### src/hdl/ddcp_pkg.sv
/*
  Shared constants and carriers for the down-converter preset and
  range control block. Assumes an 8-bit byte-addressed register port.
*/
// Overview of operation
// - Q range flag sets when sample magnitude reaches the Q threshold
// - Q range flag travels with the quadrature output sample
// - A 3-bit exponent field sets the range monitoring window
// - Window is base period times two to the exponent
// - Eight presets, each with its own frequency and phase word
// - Group delay comes from the active preset
// - Mode 0 takes the active preset from the select pins
// - Mode 1 takes the active preset from the select register
// - Select register field is 3 bits and only counts in mode 1
// - One 16-bit step divisor serves every preset
// - Divisor removes the frequency error of the 32-bit word
// - I range flag uses the I threshold and travels with I samples
// - Preset phase is MSB-justified into 32 bits and added on
package ddcp_pkg;
    // Register byte addresses
    localparam logic [11:0] ADDR_I_THR      = 12'h206;
    localparam logic [11:0] ADDR_Q_THR      = 12'h207;
    localparam logic [11:0] ADDR_PERIOD     = 12'h208;
    localparam logic [11:0] ADDR_SRC_MODE   = 12'h20c;
    localparam logic [11:0] ADDR_SEL        = 12'h20d;
    localparam logic [11:0] ADDR_DIV_LO     = 12'h20e;
    localparam logic [11:0] ADDR_DIV_HI     = 12'h20f;
    localparam logic [11:0] ADDR_LINK_CTRL  = 12'h210;
    localparam logic [11:0] ADDR_STATUS     = 12'h211;
    // Preset window: 0x240 + 8*preset + byte
    localparam logic [5:0]  PRESET_BLOCK    = 6'h09;
    localparam logic [2:0]  PB_PHASE_LO     = 3'h4;
    localparam logic [2:0]  PB_PHASE_HI     = 3'h5;
    localparam logic [2:0]  PB_DELAY        = 3'h6;
    // Reset values
    localparam logic [7:0]  RST_I_THR       = 8'hf2;
    localparam logic [7:0]  RST_Q_THR       = 8'hab;
    localparam logic [31:0] RST_FREQ        = 32'hc000_0000;
    localparam logic [15:0] RST_PHASE       = 16'h0000;
    localparam logic [7:0]  RST_DELAY       = 8'hff;
    // Divisor is scaled by 128 samples
    localparam int          DIV_SHIFT       = 7;
    localparam int          N_PRESETS       = 8;

    typedef struct packed {
        logic [11:0] addr;
        logic [7:0]  wdata;
        logic        wr;
        logic        rd;
    } ddcp_req_type;

    typedef struct packed {
        logic [14:0] i;
        logic [14:0] q;
    } ddcp_iq_type;

    typedef struct packed {
        logic [14:0] i;
        logic        i_flag;
        logic [14:0] q;
        logic        q_flag;
    } ddcp_out_type;
endpackage

### src/hdl/ddcp_top.sv
/*
  Down-converter preset and range control: register port, preset store,
  active preset selection, range flags and oscillator phase.
  Assumes a synchronous byte register port and one sample clock.
*/
// Chosen here: the plain strobed port.
module ddcp_top #(
    parameter int BASE_PERIOD = 8,
    parameter int SAMPLE_W    = 15
) (
    input  wire logic                  clock,
    input  wire logic                  arst_n,
    input  wire ddcp_pkg::ddcp_req_type reg_req,
    output logic [7:0]                 rd_data_q,
    input  wire logic [2:0]            preset_select_pins,
    input  wire logic                  sample_valid,
    input  wire ddcp_pkg::ddcp_iq_type  sample_in,
    output ddcp_pkg::ddcp_out_type     sample_out_q,
    output logic                       sample_out_valid_q,
    output logic [2:0]                 active_preset_q,
    output logic [7:0]                 preset_group_delay_q,
    output logic [31:0]                nco_phase_q,
    output logic                       link_enable_q
);
    // Refuse widths the magnitude slicing cannot serve
    if (SAMPLE_W != 15 || BASE_PERIOD < 1) begin : g_bad_param
        $error("ddcp_top: unsupported SAMPLE_W or BASE_PERIOD");
    end

    // Control registers
    logic [7:0]  i_level_threshold_q;
    logic [7:0]  q_level_threshold_q;
    logic [2:0]  monitor_period_exponent_q;
    logic        preset_source_register_q;
    logic [2:0]  active_preset_index_q;
    logic [15:0] rational_step_divisor_q;

    // Preset store
    logic [31:0] preset_frequency_word [ddcp_pkg::N_PRESETS];
    logic [15:0] preset_phase_word     [ddcp_pkg::N_PRESETS];
    logic [7:0]  preset_group_delay    [ddcp_pkg::N_PRESETS];

    // Address decode
    logic        in_preset;
    logic [2:0]  pb_index;
    logic [2:0]  pb_byte;
    logic        wr_i_thr;
    logic        wr_q_thr;
    logic        wr_period;
    logic        wr_mode;
    logic        wr_sel;
    logic        wr_div_lo;
    logic        wr_div_hi;
    logic        wr_link;
    logic        wr_preset;

    assign in_preset = (reg_req.addr[11:6] == ddcp_pkg::PRESET_BLOCK);
    assign pb_index  = reg_req.addr[5:3];
    assign pb_byte   = reg_req.addr[2:0];
    assign wr_i_thr  = reg_req.wr && (reg_req.addr == ddcp_pkg::ADDR_I_THR);
    assign wr_q_thr  = reg_req.wr && (reg_req.addr == ddcp_pkg::ADDR_Q_THR);
    assign wr_period = reg_req.wr && (reg_req.addr == ddcp_pkg::ADDR_PERIOD);
    assign wr_mode   = reg_req.wr && (reg_req.addr == ddcp_pkg::ADDR_SRC_MODE);
    assign wr_sel    = reg_req.wr && (reg_req.addr == ddcp_pkg::ADDR_SEL);
    assign wr_div_lo = reg_req.wr && (reg_req.addr == ddcp_pkg::ADDR_DIV_LO);
    assign wr_div_hi = reg_req.wr && (reg_req.addr == ddcp_pkg::ADDR_DIV_HI);
    assign wr_link   = reg_req.wr && (reg_req.addr == ddcp_pkg::ADDR_LINK_CTRL);
    assign wr_preset = reg_req.wr && in_preset;

    // Threshold and period registers
    always_ff @(posedge clock or negedge arst_n) begin
        if (!arst_n) begin
            i_level_threshold_q       <= ddcp_pkg::RST_I_THR;
            q_level_threshold_q       <= ddcp_pkg::RST_Q_THR;
            monitor_period_exponent_q <= 3'h0;
        end else begin
            if (wr_i_thr) begin
                i_level_threshold_q <= reg_req.wdata;
            end
            if (wr_q_thr) begin
                q_level_threshold_q <= reg_req.wdata;
            end
            if (wr_period) begin
                monitor_period_exponent_q <= reg_req.wdata[2:0];
            end
        end
    end

    // Preset mode, select, divisor and link registers
    always_ff @(posedge clock or negedge arst_n) begin
        if (!arst_n) begin
            preset_source_register_q <= 1'b0;
            active_preset_index_q    <= 3'h0;
            rational_step_divisor_q  <= 16'h0000;
            link_enable_q            <= 1'b0;
        end else begin
            if (wr_mode) begin
                preset_source_register_q <= reg_req.wdata[0];
            end
            if (wr_sel) begin
                active_preset_index_q <= reg_req.wdata[2:0];
            end
            if (wr_div_lo) begin
                rational_step_divisor_q[7:0] <= reg_req.wdata;
            end
            if (wr_div_hi) begin
                rational_step_divisor_q[15:8] <= reg_req.wdata;
            end
            if (wr_link) begin
                link_enable_q <= reg_req.wdata[0];
            end
        end
    end

    // Byte writes into the eight presets
    always_ff @(posedge clock or negedge arst_n) begin
        if (!arst_n) begin
            for (int p = 0; p < ddcp_pkg::N_PRESETS; p++) begin
                preset_frequency_word[p] <= ddcp_pkg::RST_FREQ;
                preset_phase_word[p]     <= ddcp_pkg::RST_PHASE;
                preset_group_delay[p]    <= ddcp_pkg::RST_DELAY;
            end
        end else if (wr_preset) begin
            case (pb_byte)
                3'h0, 3'h1, 3'h2, 3'h3: begin
                    preset_frequency_word[pb_index][pb_byte[1:0]*8 +: 8]
                        <= reg_req.wdata;
                end
                ddcp_pkg::PB_PHASE_LO: begin
                    preset_phase_word[pb_index][7:0] <= reg_req.wdata;
                end
                ddcp_pkg::PB_PHASE_HI: begin
                    preset_phase_word[pb_index][15:8] <= reg_req.wdata;
                end
                ddcp_pkg::PB_DELAY: begin
                    preset_group_delay[pb_index] <= reg_req.wdata;
                end
                default: begin
                end
            endcase
        end
    end

    // Read mux of the current register state
    logic [7:0] rd_mux;
    logic [7:0] rd_preset;
    logic [7:0] status_byte;
    logic [1:0] flag_now;

    assign status_byte = {2'b00, flag_now, 1'b0, active_preset_q};

    always_comb begin
        case (pb_byte)
            3'h0, 3'h1, 3'h2, 3'h3: begin
                rd_preset = preset_frequency_word[pb_index][pb_byte[1:0]*8 +: 8];
            end
            ddcp_pkg::PB_PHASE_LO: begin
                rd_preset = preset_phase_word[pb_index][7:0];
            end
            ddcp_pkg::PB_PHASE_HI: begin
                rd_preset = preset_phase_word[pb_index][15:8];
            end
            ddcp_pkg::PB_DELAY: begin
                rd_preset = preset_group_delay[pb_index];
            end
            default: begin
                rd_preset = 8'h00;
            end
        endcase
    end

    always_comb begin
        case (reg_req.addr)
            ddcp_pkg::ADDR_I_THR:     rd_mux = i_level_threshold_q;
            ddcp_pkg::ADDR_Q_THR:     rd_mux = q_level_threshold_q;
            ddcp_pkg::ADDR_PERIOD:    rd_mux = {5'h00, monitor_period_exponent_q};
            ddcp_pkg::ADDR_SRC_MODE:  rd_mux = {7'h00, preset_source_register_q};
            ddcp_pkg::ADDR_SEL:       rd_mux = {5'h00, active_preset_index_q};
            ddcp_pkg::ADDR_DIV_LO:    rd_mux = rational_step_divisor_q[7:0];
            ddcp_pkg::ADDR_DIV_HI:    rd_mux = rational_step_divisor_q[15:8];
            ddcp_pkg::ADDR_LINK_CTRL: rd_mux = {7'h00, link_enable_q};
            ddcp_pkg::ADDR_STATUS:    rd_mux = status_byte;
            default:                  rd_mux = in_preset ? rd_preset : 8'h00;
        endcase
    end

    // Read data stands only in the cycle after the strobe
    always_ff @(posedge clock or negedge arst_n) begin
        if (!arst_n) begin
            rd_data_q <= 8'h00;
        end else begin
            rd_data_q <= reg_req.rd ? rd_mux : 8'h00;
        end
    end

    // Active preset source: pins in mode 0, register in mode 1
    logic [2:0] preset_next;

    assign preset_next = preset_source_register_q ? active_preset_index_q
                                                  : preset_select_pins;

    // Preset index one edge after sampling, its delay register one edge after the index
    always_ff @(posedge clock or negedge arst_n) begin
        if (!arst_n) begin
            active_preset_q      <= 3'h0;
            preset_group_delay_q <= ddcp_pkg::RST_DELAY;
        end else begin
            active_preset_q      <= preset_next;
            preset_group_delay_q <= preset_group_delay[active_preset_q];
        end
    end

    // Monitoring window; exponent assumed stable while the link runs
    logic window_end;

    ddcp_window #(
        .BASE_PERIOD (BASE_PERIOD)
    ) u_window (
        .clock      (clock),
        .arst_n     (arst_n),
        .tick       (sample_valid),
        .exponent   (monitor_period_exponent_q),
        .window_end (window_end)
    );

    // Per-channel magnitude compare and window-held flag
    logic [SAMPLE_W-1:0] chan_sample [2];
    logic [7:0]          chan_thr    [2];
    logic [1:0]          hit_q;

    assign chan_sample[0] = sample_in.i;
    assign chan_sample[1] = sample_in.q;
    assign chan_thr[0]    = i_level_threshold_q;
    assign chan_thr[1]    = q_level_threshold_q;

    for (genvar c = 0; c < 2; c++) begin : g_chan
        logic [SAMPLE_W-1:0] mag;
        logic [7:0]          level;
        logic                reach;

        // Full scale maps to 256 threshold steps, top value saturates
        assign mag   = chan_sample[c][SAMPLE_W-1] ? SAMPLE_W'(-chan_sample[c])
                                                  : chan_sample[c];
        assign level = mag[SAMPLE_W-1] ? 8'hff : mag[SAMPLE_W-2 -: 8];
        assign reach = sample_valid && (level >= chan_thr[c]);
        assign flag_now[c] = hit_q[c] || reach;

        // Hold until the window closes, then start afresh
        always_ff @(posedge clock or negedge arst_n) begin
            if (!arst_n) begin
                hit_q[c] <= 1'b0;
            end else if (window_end) begin
                hit_q[c] <= 1'b0;
            end else if (reach) begin
                hit_q[c] <= 1'b1;
            end
        end
    end

    // Output samples carry their flags
    always_ff @(posedge clock or negedge arst_n) begin
        if (!arst_n) begin
            sample_out_q       <= '0;
            sample_out_valid_q <= 1'b0;
        end else begin
            sample_out_valid_q <= sample_valid;
            if (sample_valid) begin
                sample_out_q.i      <= sample_in.i;
                sample_out_q.i_flag <= flag_now[0];
                sample_out_q.q      <= sample_in.q;
                sample_out_q.q_flag <= flag_now[1];
            end
        end
    end

    // Oscillator of the active preset, one divisor for all presets
    logic [31:0] acc;

    ddcp_nco u_nco (
        .clock   (clock),
        .arst_n  (arst_n),
        .tick    (sample_valid),
        .freq    (preset_frequency_word[active_preset_q]),
        .divisor (rational_step_divisor_q),
        .acc_q   (acc)
    );

    // Phase offset justified to the top of 32 bits
    always_ff @(posedge clock or negedge arst_n) begin
        if (!arst_n) begin
            nco_phase_q <= 32'h0000_0000;
        end else begin
            nco_phase_q <= acc + {preset_phase_word[active_preset_q], 16'h0000};
        end
    end
endmodule

### src/hdl/ddcp_window.sv
/*
  Range monitoring window timer. Counts sample ticks and marks the last
  tick of each window. Assumes tick is a one-cycle enable per sample.
*/
module ddcp_window #(
    parameter int BASE_PERIOD = 8
) (
    input  wire logic       clock,
    input  wire logic       arst_n,
    input  wire logic       tick,
    input  wire logic [2:0] exponent,
    output logic            window_end
);
    localparam int CW = $clog2(BASE_PERIOD) + 8;

    logic [CW-1:0] count_q;
    logic [CW-1:0] limit;

    // Window length is base times two to the exponent
    assign limit      = CW'((BASE_PERIOD << exponent) - 1);
    assign window_end = tick && (count_q >= limit);

    // Sample counter, restarts each window
    always_ff @(posedge clock or negedge arst_n) begin
        if (!arst_n) begin
            count_q <= '0;
        end else if (window_end) begin
            count_q <= '0;
        end else if (tick) begin
            count_q <= count_q + 1'b1;
        end
    end
endmodule

### src/hdl/ddcp_nco.sv
/*
  Oscillator phase accumulator with rational step divisor.
  Assumes tick is a one-cycle enable per sample.
*/
module ddcp_nco (
    input  wire logic        clock,
    input  wire logic        arst_n,
    input  wire logic        tick,
    input  wire logic [31:0] freq,
    input  wire logic [15:0] divisor,
    output logic [31:0]      acc_q
);
    localparam int PW = 16 + ddcp_pkg::DIV_SHIFT;

    logic [PW-1:0] count_q;
    logic [PW-1:0] period;
    logic          wrap;

    // Exact repeat length is divisor times 128 samples
    assign period = {divisor, {ddcp_pkg::DIV_SHIFT{1'b0}}};
    assign wrap   = tick && (divisor != 16'h0000)
                    && (count_q >= period - 1'b1);

    // Accumulator restarts on the exact period, dropping rounding drift
    always_ff @(posedge clock or negedge arst_n) begin
        if (!arst_n) begin
            acc_q   <= '0;
            count_q <= '0;
        end else if (wrap) begin
            acc_q   <= '0;
            count_q <= '0;
        end else if (tick) begin
            acc_q   <= acc_q + freq;
            count_q <= count_q + 1'b1;
        end
    end
endmodule

### config.mk
export PLATFORM = sky130hd
export DESIGN_NAME = ddcp_top
export DESIGN_NICKNAME = d
export VERILOG_FILES = /design/src/hdl/ddcp_pkg.sv /design/src/hdl/ddcp_top.sv /design/src/hdl/ddcp_window.sv /design/src/hdl/ddcp_nco.sv
export SDC_FILE = /design/constraint.sdc
export NUM_CORES = 1
export LEC_CHECK = 0
export BUFFER_PORTS_ARGS = -buffer_cell sky130_fd_sc_hd__buf_2
export CORE_MARGIN = 2
export CORE_UTILIZATION = 30
export CTS_CLUSTER_SIZE = 16
export DETAILED_ROUTE_END_ITERATION = 8
export SLEW_MARGIN = 20
export SYNTH_ARGS = -nofsm -noshare
export SYNTH_HDL_FRONTEND = slang
export SYNTH_HIERARCHICAL = 1
export SYNTH_SLANG_ARGS = --single-unit
export TNS_END_PERCENT = 20
### constraint.sdc
create_clock -name clock -period 5.6 [get_ports clock]
set_clock_uncertainty 0.1 [all_clocks]
set_input_delay 1.12 -clock clock [delete_from_list [all_inputs] [get_ports clock]]
set_output_delay 1.12 -clock clock [all_outputs]
set_load 0.01 [all_outputs]
# After elaboration in Yosys (flattened, before gate mapping)
# Cells that the tools add are included.
[totals]
ff_bits = 640
inputBits = 58
out_inout_bits = 85
word_cells = 162
[classes]
add_sub_neg = 9
magnitude_cmp = 7
eq_ne = 16
shift = 4
mux = 50
n_bitwise = 2
reduce_logical = 28
[ops]
columns = ["cell", "n"]
rows = [
  ["128-bit bitwise mux", 2],
  ["256-bit bitwise mux", 1],
  ["128-bit one-hot mux with 2 select lines", 1],
  ["32-bit 2-to-1 mux", 7],
  ["32-bit binary-select mux with 3-bit select", 2],
  ["12-bit by 10-bit == test with 1-bit output (second input constant)", 9],
  ["16-bit binary-select mux with 3-bit select", 2],
  ["16-bit demux with 3-bit select", 2],
  ["32-bit demux with 3-bit select", 1],
  ["16-bit 2-to-1 mux", 5],
  ["8-bit 2-to-1 mux", 10],
  ["8-bit one-hot mux with 9 select lines", 1],
  ["32-bit adder", 2],
  ["64-bit bitwise mux", 1],
  ["8-bit binary-select mux with 3-bit select", 2],
  ["23-bit 2-to-1 mux", 2],
  ["5-bit negator with 34-bit output", 1],
  ["8-bit by 34-bit variable shift with 32-bit output (first input constant)", 1],
  ["8-bit by 34-bit variable part select with 32-bit output", 1],
  ["8-bit one-hot mux with 4 select lines", 1],
  ["32-bit by 6-bit variable part select with 8-bit output", 1],
  ["15-bit 2-to-1 mux", 2],
  ["15-bit negator", 2],
  ["8-bit demux with 3-bit select", 1],
  ["other kinds (25)", 56],
]

# Depth between registers and ports, before layout
# Gate-level depths: netlist of the first run.
[depth]
word_depth = 9
mapped_depth = 16
depth_no_buf = 15

# Modules after synthesis
# Netlist of the first run, hierarchy kept.
[modules_own_cells]
columns = ["module", "instances", "cells_each", "area_per_inst_um2", "seq_area_each_um2"]
rows = [
  ["ddcp_top", 1, 2292, 30759.5, 14486.4],
  ["ddcp_nco", 1, 508, 4549.4, 1376.3],
  ["ddcp_window", 1, 94, 860.8, 275.3],
]

# Least setup slack after synthesis of the first run
# No wires, ideal clock.
[synth_timing]
kind = "register -> register"
from = "register active_preset_q[0]"
to = "register u_nco.acc_q[28]"
setup_ns = 0.134
arrival_ns = 4.156
t_required_ns = 5.366
path_slack_ns = 1.209
path_stages_with_launch = 17
path_buffers = 4
period_less_slack_ns = 4.391
cell_sequence = "dfrtp_1 -> clkbuf_1 -> clkbuf_1 -> buf_2 -> mux4_2 -> mux2_2 -> ha_1 -> buf_2 -> a211oi_1 -> o21ai_1 -> a221o_1 -> a41oi_2 -> o21ai_2 -> a211o_1 -> a221oi_2 -> xor2_1 -> o31ai_2"
[synth_between]
elab_chain_cells = 7
[synth_rtl]
columns = ["element", "line_no", "source"]
rows = [
  ["start, declared", "ddcp_top.sv:20", "output logic [2:0] active_preset_q,"],
  ["start signal, assigned", "ddcp_top.sv:208", "active_preset_q <= preset_next;"],
  ["3-bit NOT with 4-bit output (implied by the code)", "ddcp_top.sv:283", ".freq (preset_frequency_word[active_preset_q]),"],
  ["32-bit binary-select mux with 3-bit select", "ddcp_top.sv:283", ""],
  ["32-bit 2-to-1 mux (implied by the code) (2 in series)", "ddcp_top.sv:283", ""],
  ["32-bit adder", "ddcp_nco.sv:33", "acc_q <= acc_q + freq;"],
  ["32-bit 2-to-1 mux", "ddcp_nco.sv:32", "end else if (tick) begin"],
  ["32-bit 2-to-1 mux", "ddcp_nco.sv:29", "end else if (wrap) begin"],
  ["end signal, assigned", "ddcp_nco.sv:33", ""],
  ["end, declared", "ddcp_nco.sv:11", "output logic [31:0] acc_q"],
]
# No other way between the ends. The select of a mux whose other input is x is not followed.
# A chain may end at the register's enable or synchronous reset.

# Worst setup path after layout of the first run
[layout_timing]
from = "register active_preset_q[0]"
to = "register u_nco.acc_q[31]"
# The elaborated chain is that of the path after synthesis.

==> metrics.json, run 1 <==
{
  "final.period_utilization_pct": 82.9,
  "cts_root_buf": "clkbuf_16",
  "hold_path_depth": 0,
  "netlist-cell-type-count": 103,
  "layout.nets": 3156,
  "reg2reg_slack_ns": 0.96,
  "crit_arrival_ns": 5.07,
  "synth-edff-count": 0,
  "run_status": "finished, final reports clean",
  "grt_remaining_overflow": 0,
  "tritoncts": "yes",
  "report.power.total_mw": 11.3,
  "cts.repair_timing.setup_buffer_count": 0,
  "post_synthesis_share_of_cell_area_spent_on_and_or_nand_and_nor_gates_pct": 8.15,
  "share_of_cells_above_drive_strength_1_pct": 42.7,
  "switching_share_pct": 26.1,
  "post_cts_hold_buffer_count": 0,
  "use_met2_pct": 29.8,
  "final_cell_count_without_fillers": 4669,
  "finalHoldWorstSlack_ns": 0.316,
  "die_h_um": 351,
  "power_report.internal_total_mw": 8.34,
  "areaGrowthSynthToFinish_pct": 14.5,
  "placed_cells": 4537,
  "synth_adder_area_share_pct": 3.43,
  "wire_length_per_cell_after_detailed_routing_um": 25.1,
  "antennaDiodeCount": 0,
  "final_report_hold_violation_count": 0,
  "worst_hold_class": "reg -> reg",
  "setup_viol": 0,
  "worst-path-max-fanout": 31,
  "first_global_vias": 25800,
  "critPathRequiredTime_ns": 6.02,
  "use_met1_pct": 25.5,
  "cts_made_buffers": 73,
  "cts-resized-gates": 0,
  "num_rows": 127,
  "grt_antenna_before_repair": 7,
  "final_max_slew_viol_count": 0,
  "final.setup.tns_ns": 0,
  "routabilityCongestion": 0.915,
  "ff2ff_path_depth": 13,
  "min-delay-start": "u_nco/acc_q[3]$_DFFE_PN0P_",
  "core_region_area_sq_mm": 0.120,
  "muxShareOfSynthArea_pct": 29.0,
  "power.ir.vdd_worst_mv": 0.192,
  "detail_route.vias_per_cell": 5.48,
  "hpwl_mm": 79.3,
  "combinational_family_with_the_most_area_after_synthesis": "multiplexers",
  "global_route_wire_length_before_repair_mm": 175,
  "route.vias.total": 25600,
  "postSynthNetCount": 3050,
  "power_frac_seq_pct": 43.4,
  "setup.worst_path.start_class": "flop",
  "clock_power_share_pct": 46.4,
  "grt_max_degree": 138,
  "grt_use_met3_pct": 4.42,
  "fmax_mhz": 215,
  "yosysSeqAreaShare_pct": 44.6,
  "crit-reg2reg-launch": "active_preset_q[0]$_DFF_PN0_",
  "rsz0062_at_grt": "no",
  "port-buffer-count": 142,
  "leading_cell_type_in_the_layout_fill_and_taps_excluded": "mux2_2",
  "wirelength_mm": 117,
  "synth_async_sr_flop_share_pct": 100,
  "die_width_um": 351,
  "htreeDepth": 3,
  "dpl-instance-area_sq_mm": 0.0388,
  "finalCoreUtilization_pct": 34.6,
  "dr.pass1.iters": 6,
  "switchingPower_mw": 2.95,
  "share_comb_of_total_power_pct": 10.2,
  "power.leakage_nw": 18.8,
  "clk_slew_on_worst_s_h_paths_ns": 0.06,
  "max_cap_violations": 0,
  "yosys_warnings": 6,
  "worstReg2RegEnd": "u_nco/acc_q[31]$_DFFE_PN0P_",
  "floorplan.initialDensity_pct": 30.2,
  "synth_xor_xnor_area_share_pct": 2.28,
  "hold_end": "nco_phase_q[3]$_DFF_PN0_",
  "highest_count_cells_in_the_layout_ignoring_fill_and_taps": "622 x mux2_2, 539 x dfrtp_1, 137 x nand2_1, 137 x buf_2, 135 x mux4_2",
  "antenna_violating_nets_post_route": 0,
  "synthesis.area_sq_mm": 0.0362,
  "timing.final.ws_setup_ns": 0.955,
  "syn_inst": 2894,
  "floorplan.io_pins": 143,
  "gr-usage-all-layers_pct": 18.9,
  "synth_top_flop_cell": "dfrtp_1",
  "detail_route.drc_violations": 0,
  "crit_path_end_kind": "flop",
  "critPathKind": "reg -> reg",
  "clock_sinks": 640,
  "tightest_slew_ns": 1.05,
  "synthesized_area_divided_by_synthesized_cell_count_sq_um": 12.5,
  "stdcell_area_sq_mm": 0.0414,
  "pwr_density_cell_mw_per_mm2": 273,
  "ctsLongestPathBuffers": 3,
  "insertion_delay_ns": 0.64,
  "synth-compound-area-share_pct": 9.62,
  "slew_headroom_pct": 30.1,
  "first_iter_violations": 2515,
  "dp_slack_ns": 0.830,
  "synth.ff_latch_count": 640,
  "grt.busiest_layer": "met2",
  "finalWorstPathRequiredPeriod_ns": 4.64,
  "die_area_sq_mm": 0.123
}
-- per-layer routing --
metal  vias up  share of wire, %
li1      11100                 -
met1     13300                43
met2       977                46
met3       221               8.0
met4         6               3.1
met5         -             0.027
-- worst max-delay path, stage by stage (launching register included) --
cell and delay [ns]:
dfrtp_4 0.67, buf_12 0.31, mux4_2 0.56, mux2_2 0.34, ha_1 0.32, a21oi_1 0.20, nor2_1 0.11, o21ai_2 0.23
o21ai_2 0.18, a2111oi_4 0.46, nor3_2 0.11, or4_4 0.50, and2_4 0.17, o311ai_2 0.20
-- worst max-delay path by stage --
stage,slack [ns],end,cells past startpoint,start
3_5_place_dp,0.83,rd_data_q[4]$_DFF_PN0_,14,sample_in[17]
6_report,0.96,u_nco/acc_q[31]$_DFFE_PN0P_,13,active_preset_q[0]$_DFF_PN0_
4_1_cts,0.94,u_nco/acc_q[31]$_DFFE_PN0P_,13,active_preset_q[0]$_DFF_PN0_
2_1_floorplan,1.21,u_nco/acc_q[28]$_DFFE_PN0P_,16,active_preset_q[0]$_DFF_PN0_
3_3_place_gp,0.82,rd_data_q[4]$_DFF_PN0_,14,sample_in[17]
5_1_grt,0.75,u_nco/acc_q[31]$_DFFE_PN0P_,13,active_preset_q[0]$_DFF_PN0_
-- cell type report --
| cell class | count | area, sq um |
|---|---|---|
| flip-flops and latches | 640 | 16100 |
| multi-input cells | 2009 | 19000 |
| clock inverters | 27 | 474 |
| clock buffers | 105 | 2140 |
| inverters | 52 | 195 |
| repair buffers | 224 | 1430 |
| fillers | 11800 | 78400 |
| well taps | 1612 | 2020 |
-- cell usage after synthesis, drive strengths merged (9+ instances only) --
cell type | count | area, sq um
dfrtp | 542 | 13600
nand2 | 147 | 597
a221oi | 53 | 470
o221ai | 14 | 129
ha | 96 | 1200
xor2 | 43 | 377
buf | 97 | 475
o22ai | 15 | 93.8
nand3 | 37 | 185
a211oi | 10 | 87.6
nand4 | 20 | 125
a22oi | 42 | 315
mux2i | 46 | 460
and2 | 45 | 284
nand2b | 14 | 87.6
nor2b | 12 | 75.1
mux2 | 622 | 7000
mux4 | 135 | 3040
xnor2 | 51 | 447
or3 | 10 | 63.8
nor2 | 155 | 877
o21ai | 75 | 390
and3 | 9 | 57.6
o211ai | 11 | 82.6
inv | 50 | 188
nor3 | 42 | 226
a31oi | 16 | 113
clkbuf | 96 | 362
o2bb2ai | 31 | 272
a21o | 38 | 285
a21oi | 88 | 448
a221o | 12 | 120
dfstp | 98 | 2570
-- registers in the layout, summed over array words and instances, names as in the netlist --
name,flops
active_preset_index_q,3
active_preset_q,3
hit_q,2
i_level_threshold_q,8
link_enable_q,1
monitor_period_exponent_q,3
nco_phase_q,32
preset_frequency_word,256
preset_group_delay,64
preset_group_delay_q,8
preset_phase_word,128
preset_source_register_q,1
q_level_threshold_q,8
rational_step_divisor_q,16
rd_data_q,8
sample_out_q,32
sample_out_valid_q,1
u_nco/acc_q,32
u_nco/count_q,23
u_window/count_q,11
-- power by group through the flow --
stage	Sequential [mW]	Clock [mW]	Combinational, mW
floorplan	4.96	0	0.653
global placement	4.99	0	1.13
detailed placement	4.99	0	1.15
CTS	4.91	5.34	1.15
global route	4.92	5.52	1.26
finish	4.90	5.23	1.15
-- cells by family after synthesis --
family	after synthesis
compound gates	477
xor+xnor	94
fa+ha+maj	98
buf+inv	245
flops	640
mux	803
other cells	1
simple gates	536
Note: power is estimated with default switching activity, not from simulation.
==> run 2, diff against run 1 <==
==> constraint.sdc (replaced) <==
create_clock -name clock -period 4.4 [get_ports clock]
set_clock_uncertainty 0.1 [all_clocks]
set_input_delay 0.88 -clock clock [delete_from_list [all_inputs] [get_ports clock]]
set_output_delay 0.88 -clock clock [all_outputs]
set_load 0.01 [all_outputs]
==> run 2 against run 1 <==
  * Register-to-register slack worse by 0.83 ns
  * Via count up 2.5%
  * Hold slack worse by 0.16 ns
  * Clock power up 28%
  * Largest cell class unchanged
  * Largest power group unchanged
  * Routed wire length up 0.99%
  * Non-clock buffer count up 75
  * Highest routed layer unchanged
  * Worst setup slack worse by 0.83 ns
  * Total power up 28%
  * First-iteration DRC count up 2.3%
==> metrics.json, run 2 (synthesized netlist as in run 1, its figures left out) <==
{
  "floorplan.initialDensity_pct": 30.2,
  "final.period_utilization_pct": 97.1,
  "grt_max_degree": 95,
  "route.vias.total": 26200,
  "dr.pass1.iters": 6,
  "timing.final.ws_setup_ns": 0.129,
  "share_of_cells_above_drive_strength_1_pct": 44.2,
  "clock_sinks": 640,
  "layout.nets": 3231,
  "detail_route.drc_violations": 0,
  "global_route_wire_length_before_repair_mm": 177,
  "routabilityCongestion": 0.946,
  "wirelength_mm": 118,
  "insertion_delay_ns": 0.64,
  "port-buffer-count": 142,
  "worst_hold_class": "in -> async",
  "grt_antenna_before_repair": 7,
  "pwr_density_cell_mw_per_mm2": 343,
  "stdcell_area_sq_mm": 0.0422,
  "dp_slack_ns": 0.161,
  "slew_headroom_pct": 31.9,
  "grt_remaining_overflow": 0,
  "power.ir.vdd_worst_mv": 0.244,
  "finalWorstPathRequiredPeriod_ns": 4.27,
  "fmax_mhz": 234,
  "die_h_um": 351,
  "final_max_slew_viol_count": 0,
  "final.setup.tns_ns": 0,
  "post_cts_hold_buffer_count": 0,
  "wire_length_per_cell_after_detailed_routing_um": 24.9,
  "die_area_sq_mm": 0.123,
  "placed_cells": 4609,
  "die_width_um": 351,
  "power.leakage_nw": 19.2,
  "crit_path_end_kind": "flop",
  "dpl-instance-area_sq_mm": 0.0395,
  "largest_register_ffs": 256,
  "ctsLongestPathBuffers": 3,
  "htreeDepth": 3,
  "num_rows": 127,
  "antenna_violating_nets_post_route": 0,
  "leading_cell_type_in_the_layout_fill_and_taps_excluded": "mux2_2",
  "top_regs": "preset_frequency_word x256, preset_phase_word x128, preset_group_delay x64",
  "areaGrowthSynthToFinish_pct": 16.7,
  "worst-path-max-fanout": 12,
  "tritoncts": "yes",
  "crit_arrival_ns": 4.68,
  "floorplan.io_pins": 143,
  "gr-usage-all-layers_pct": 19.1,
  "hpwl_mm": 82.1,
  "first_global_vias": 26200,
  "report.power.total_mw": 14.5,
  "largest_register": "preset_frequency_word",
  "detail_route.vias_per_cell": 5.52,
  "setup_viol": 0,
  "cts_root_buf": "clkbuf_16",
  "critPathRequiredTime_ns": 4.81,
  "setup.worst_path.start_class": "flop",
  "critPathKind": "reg -> reg",
  "run_status": "finished, final reports clean",
  "first_iter_violations": 2572,
  "final_cell_count_without_fillers": 4747,
  "cts_made_buffers": 73,
  "max_cap_violations": 0,
  "final_report_hold_violation_count": 0,
  "highest_count_cells_in_the_layout_ignoring_fill_and_taps": "622 x mux2_2, 539 x dfrtp_1, 140 x buf_4, 137 x nand2_1, 137 x buf_2",
  "clk_slew_on_worst_s_h_paths_ns": 0.06,
  "tightest_slew_ns": 1.02,
  "core_region_area_sq_mm": 0.120
}
-- run 2: final timing paths --
path / from / end / slack, ns / depth (start not counted)
worst max-delay path: active_preset_q[0]$_DFF_PN0_ / u_nco/acc_q[31]$_DFFE_PN0P_ / 0.13 / 14
worst min-delay path: arst_n / sample_out_q[20]$_DFFE_PN0P_ / 0.16 / 1
worst max register to register: active_preset_q[0]$_DFF_PN0_ / u_nco/acc_q[31]$_DFFE_PN0P_ / 0.13 / 14
worst min register to register: u_nco/acc_q[4]$_DFFE_PN0P_ / nco_phase_q[4]$_DFF_PN0_ / 0.32 / 0
max in group asynchronous: arst_n / preset_group_delay[28]$_DFFE_PN1P_ / 2.96 / 2
min in group clock: u_nco/acc_q[4]$_DFFE_PN0P_ / nco_phase_q[4]$_DFF_PN0_ / 0.32 / 0
-- run 2: report_power, final --
part / leakage, nW / internal, mW / switching (mW)
logic: 9.51 / 0.564 / 0.986
registers: 8.42 / 6.07 / 0.164
clock network: 1.30 / 4.05 / 2.64
-- run 2: layer usage --
layer | vias to the layer above | GRT usage, % | routed length [um]
met2 | 1133 | 28.9 | 52400
met1 | 13600 | 26.3 | 51000
li1 | 11300 | - | -
met4 | 6 | 8.08 | 5320
met3 | 274 | 4.22 | 9550
met5 | - | 0 | 30
-- run 2: layout make-up --
type                            instances  area [sq um]
Multi-Input combinational cell       2009         19000
Clock inverter                         27           418
Inverter                               52           195
Antenna cell                            2          5.00
Sequential cell                       640         16100
Tap cell                             1612          2020
Fill cell                           11800         77600
Timing Repair Buffer                  299          2180
Clock buffer                          106          2220
-- run 2: repair_timing --
item | 4_1_cts | 5_1_grt
gates resized for setup | 0 | 1
setup endpoints to repair | 0 | 1
buffers inserted | 0 | 2
-- run 2: metrics by stage --
| step | hold slack [ns] | util (%) |
|---|---|---|
| after floorplan | 0.278 | - |
| after global placement | 0.310 | 33.0 |
| after detailed placement | 0.305 | 33.0 |
| after CTS | 0.207 | 35.2 |
| after global routing | 0.218 | 35.2 |
| final | 0.159 | 35.2 |
-- run 2: worst max-delay path, cell delays in order, from the launching register on --
cell,delay [ns]
dfrtp_4,0.50
buf_16,0.20
buf_4,0.18
mux4_2,0.50
mux2_2,0.33
ha_1,0.32
inv_1,0.10
o21bai_1,0.09
a21oi_1,0.28
nand2_2,0.12
a2111oi_4,0.41
nor3_2,0.11
or4_4,0.49
and2_4,0.17
o311ai_2,0.22
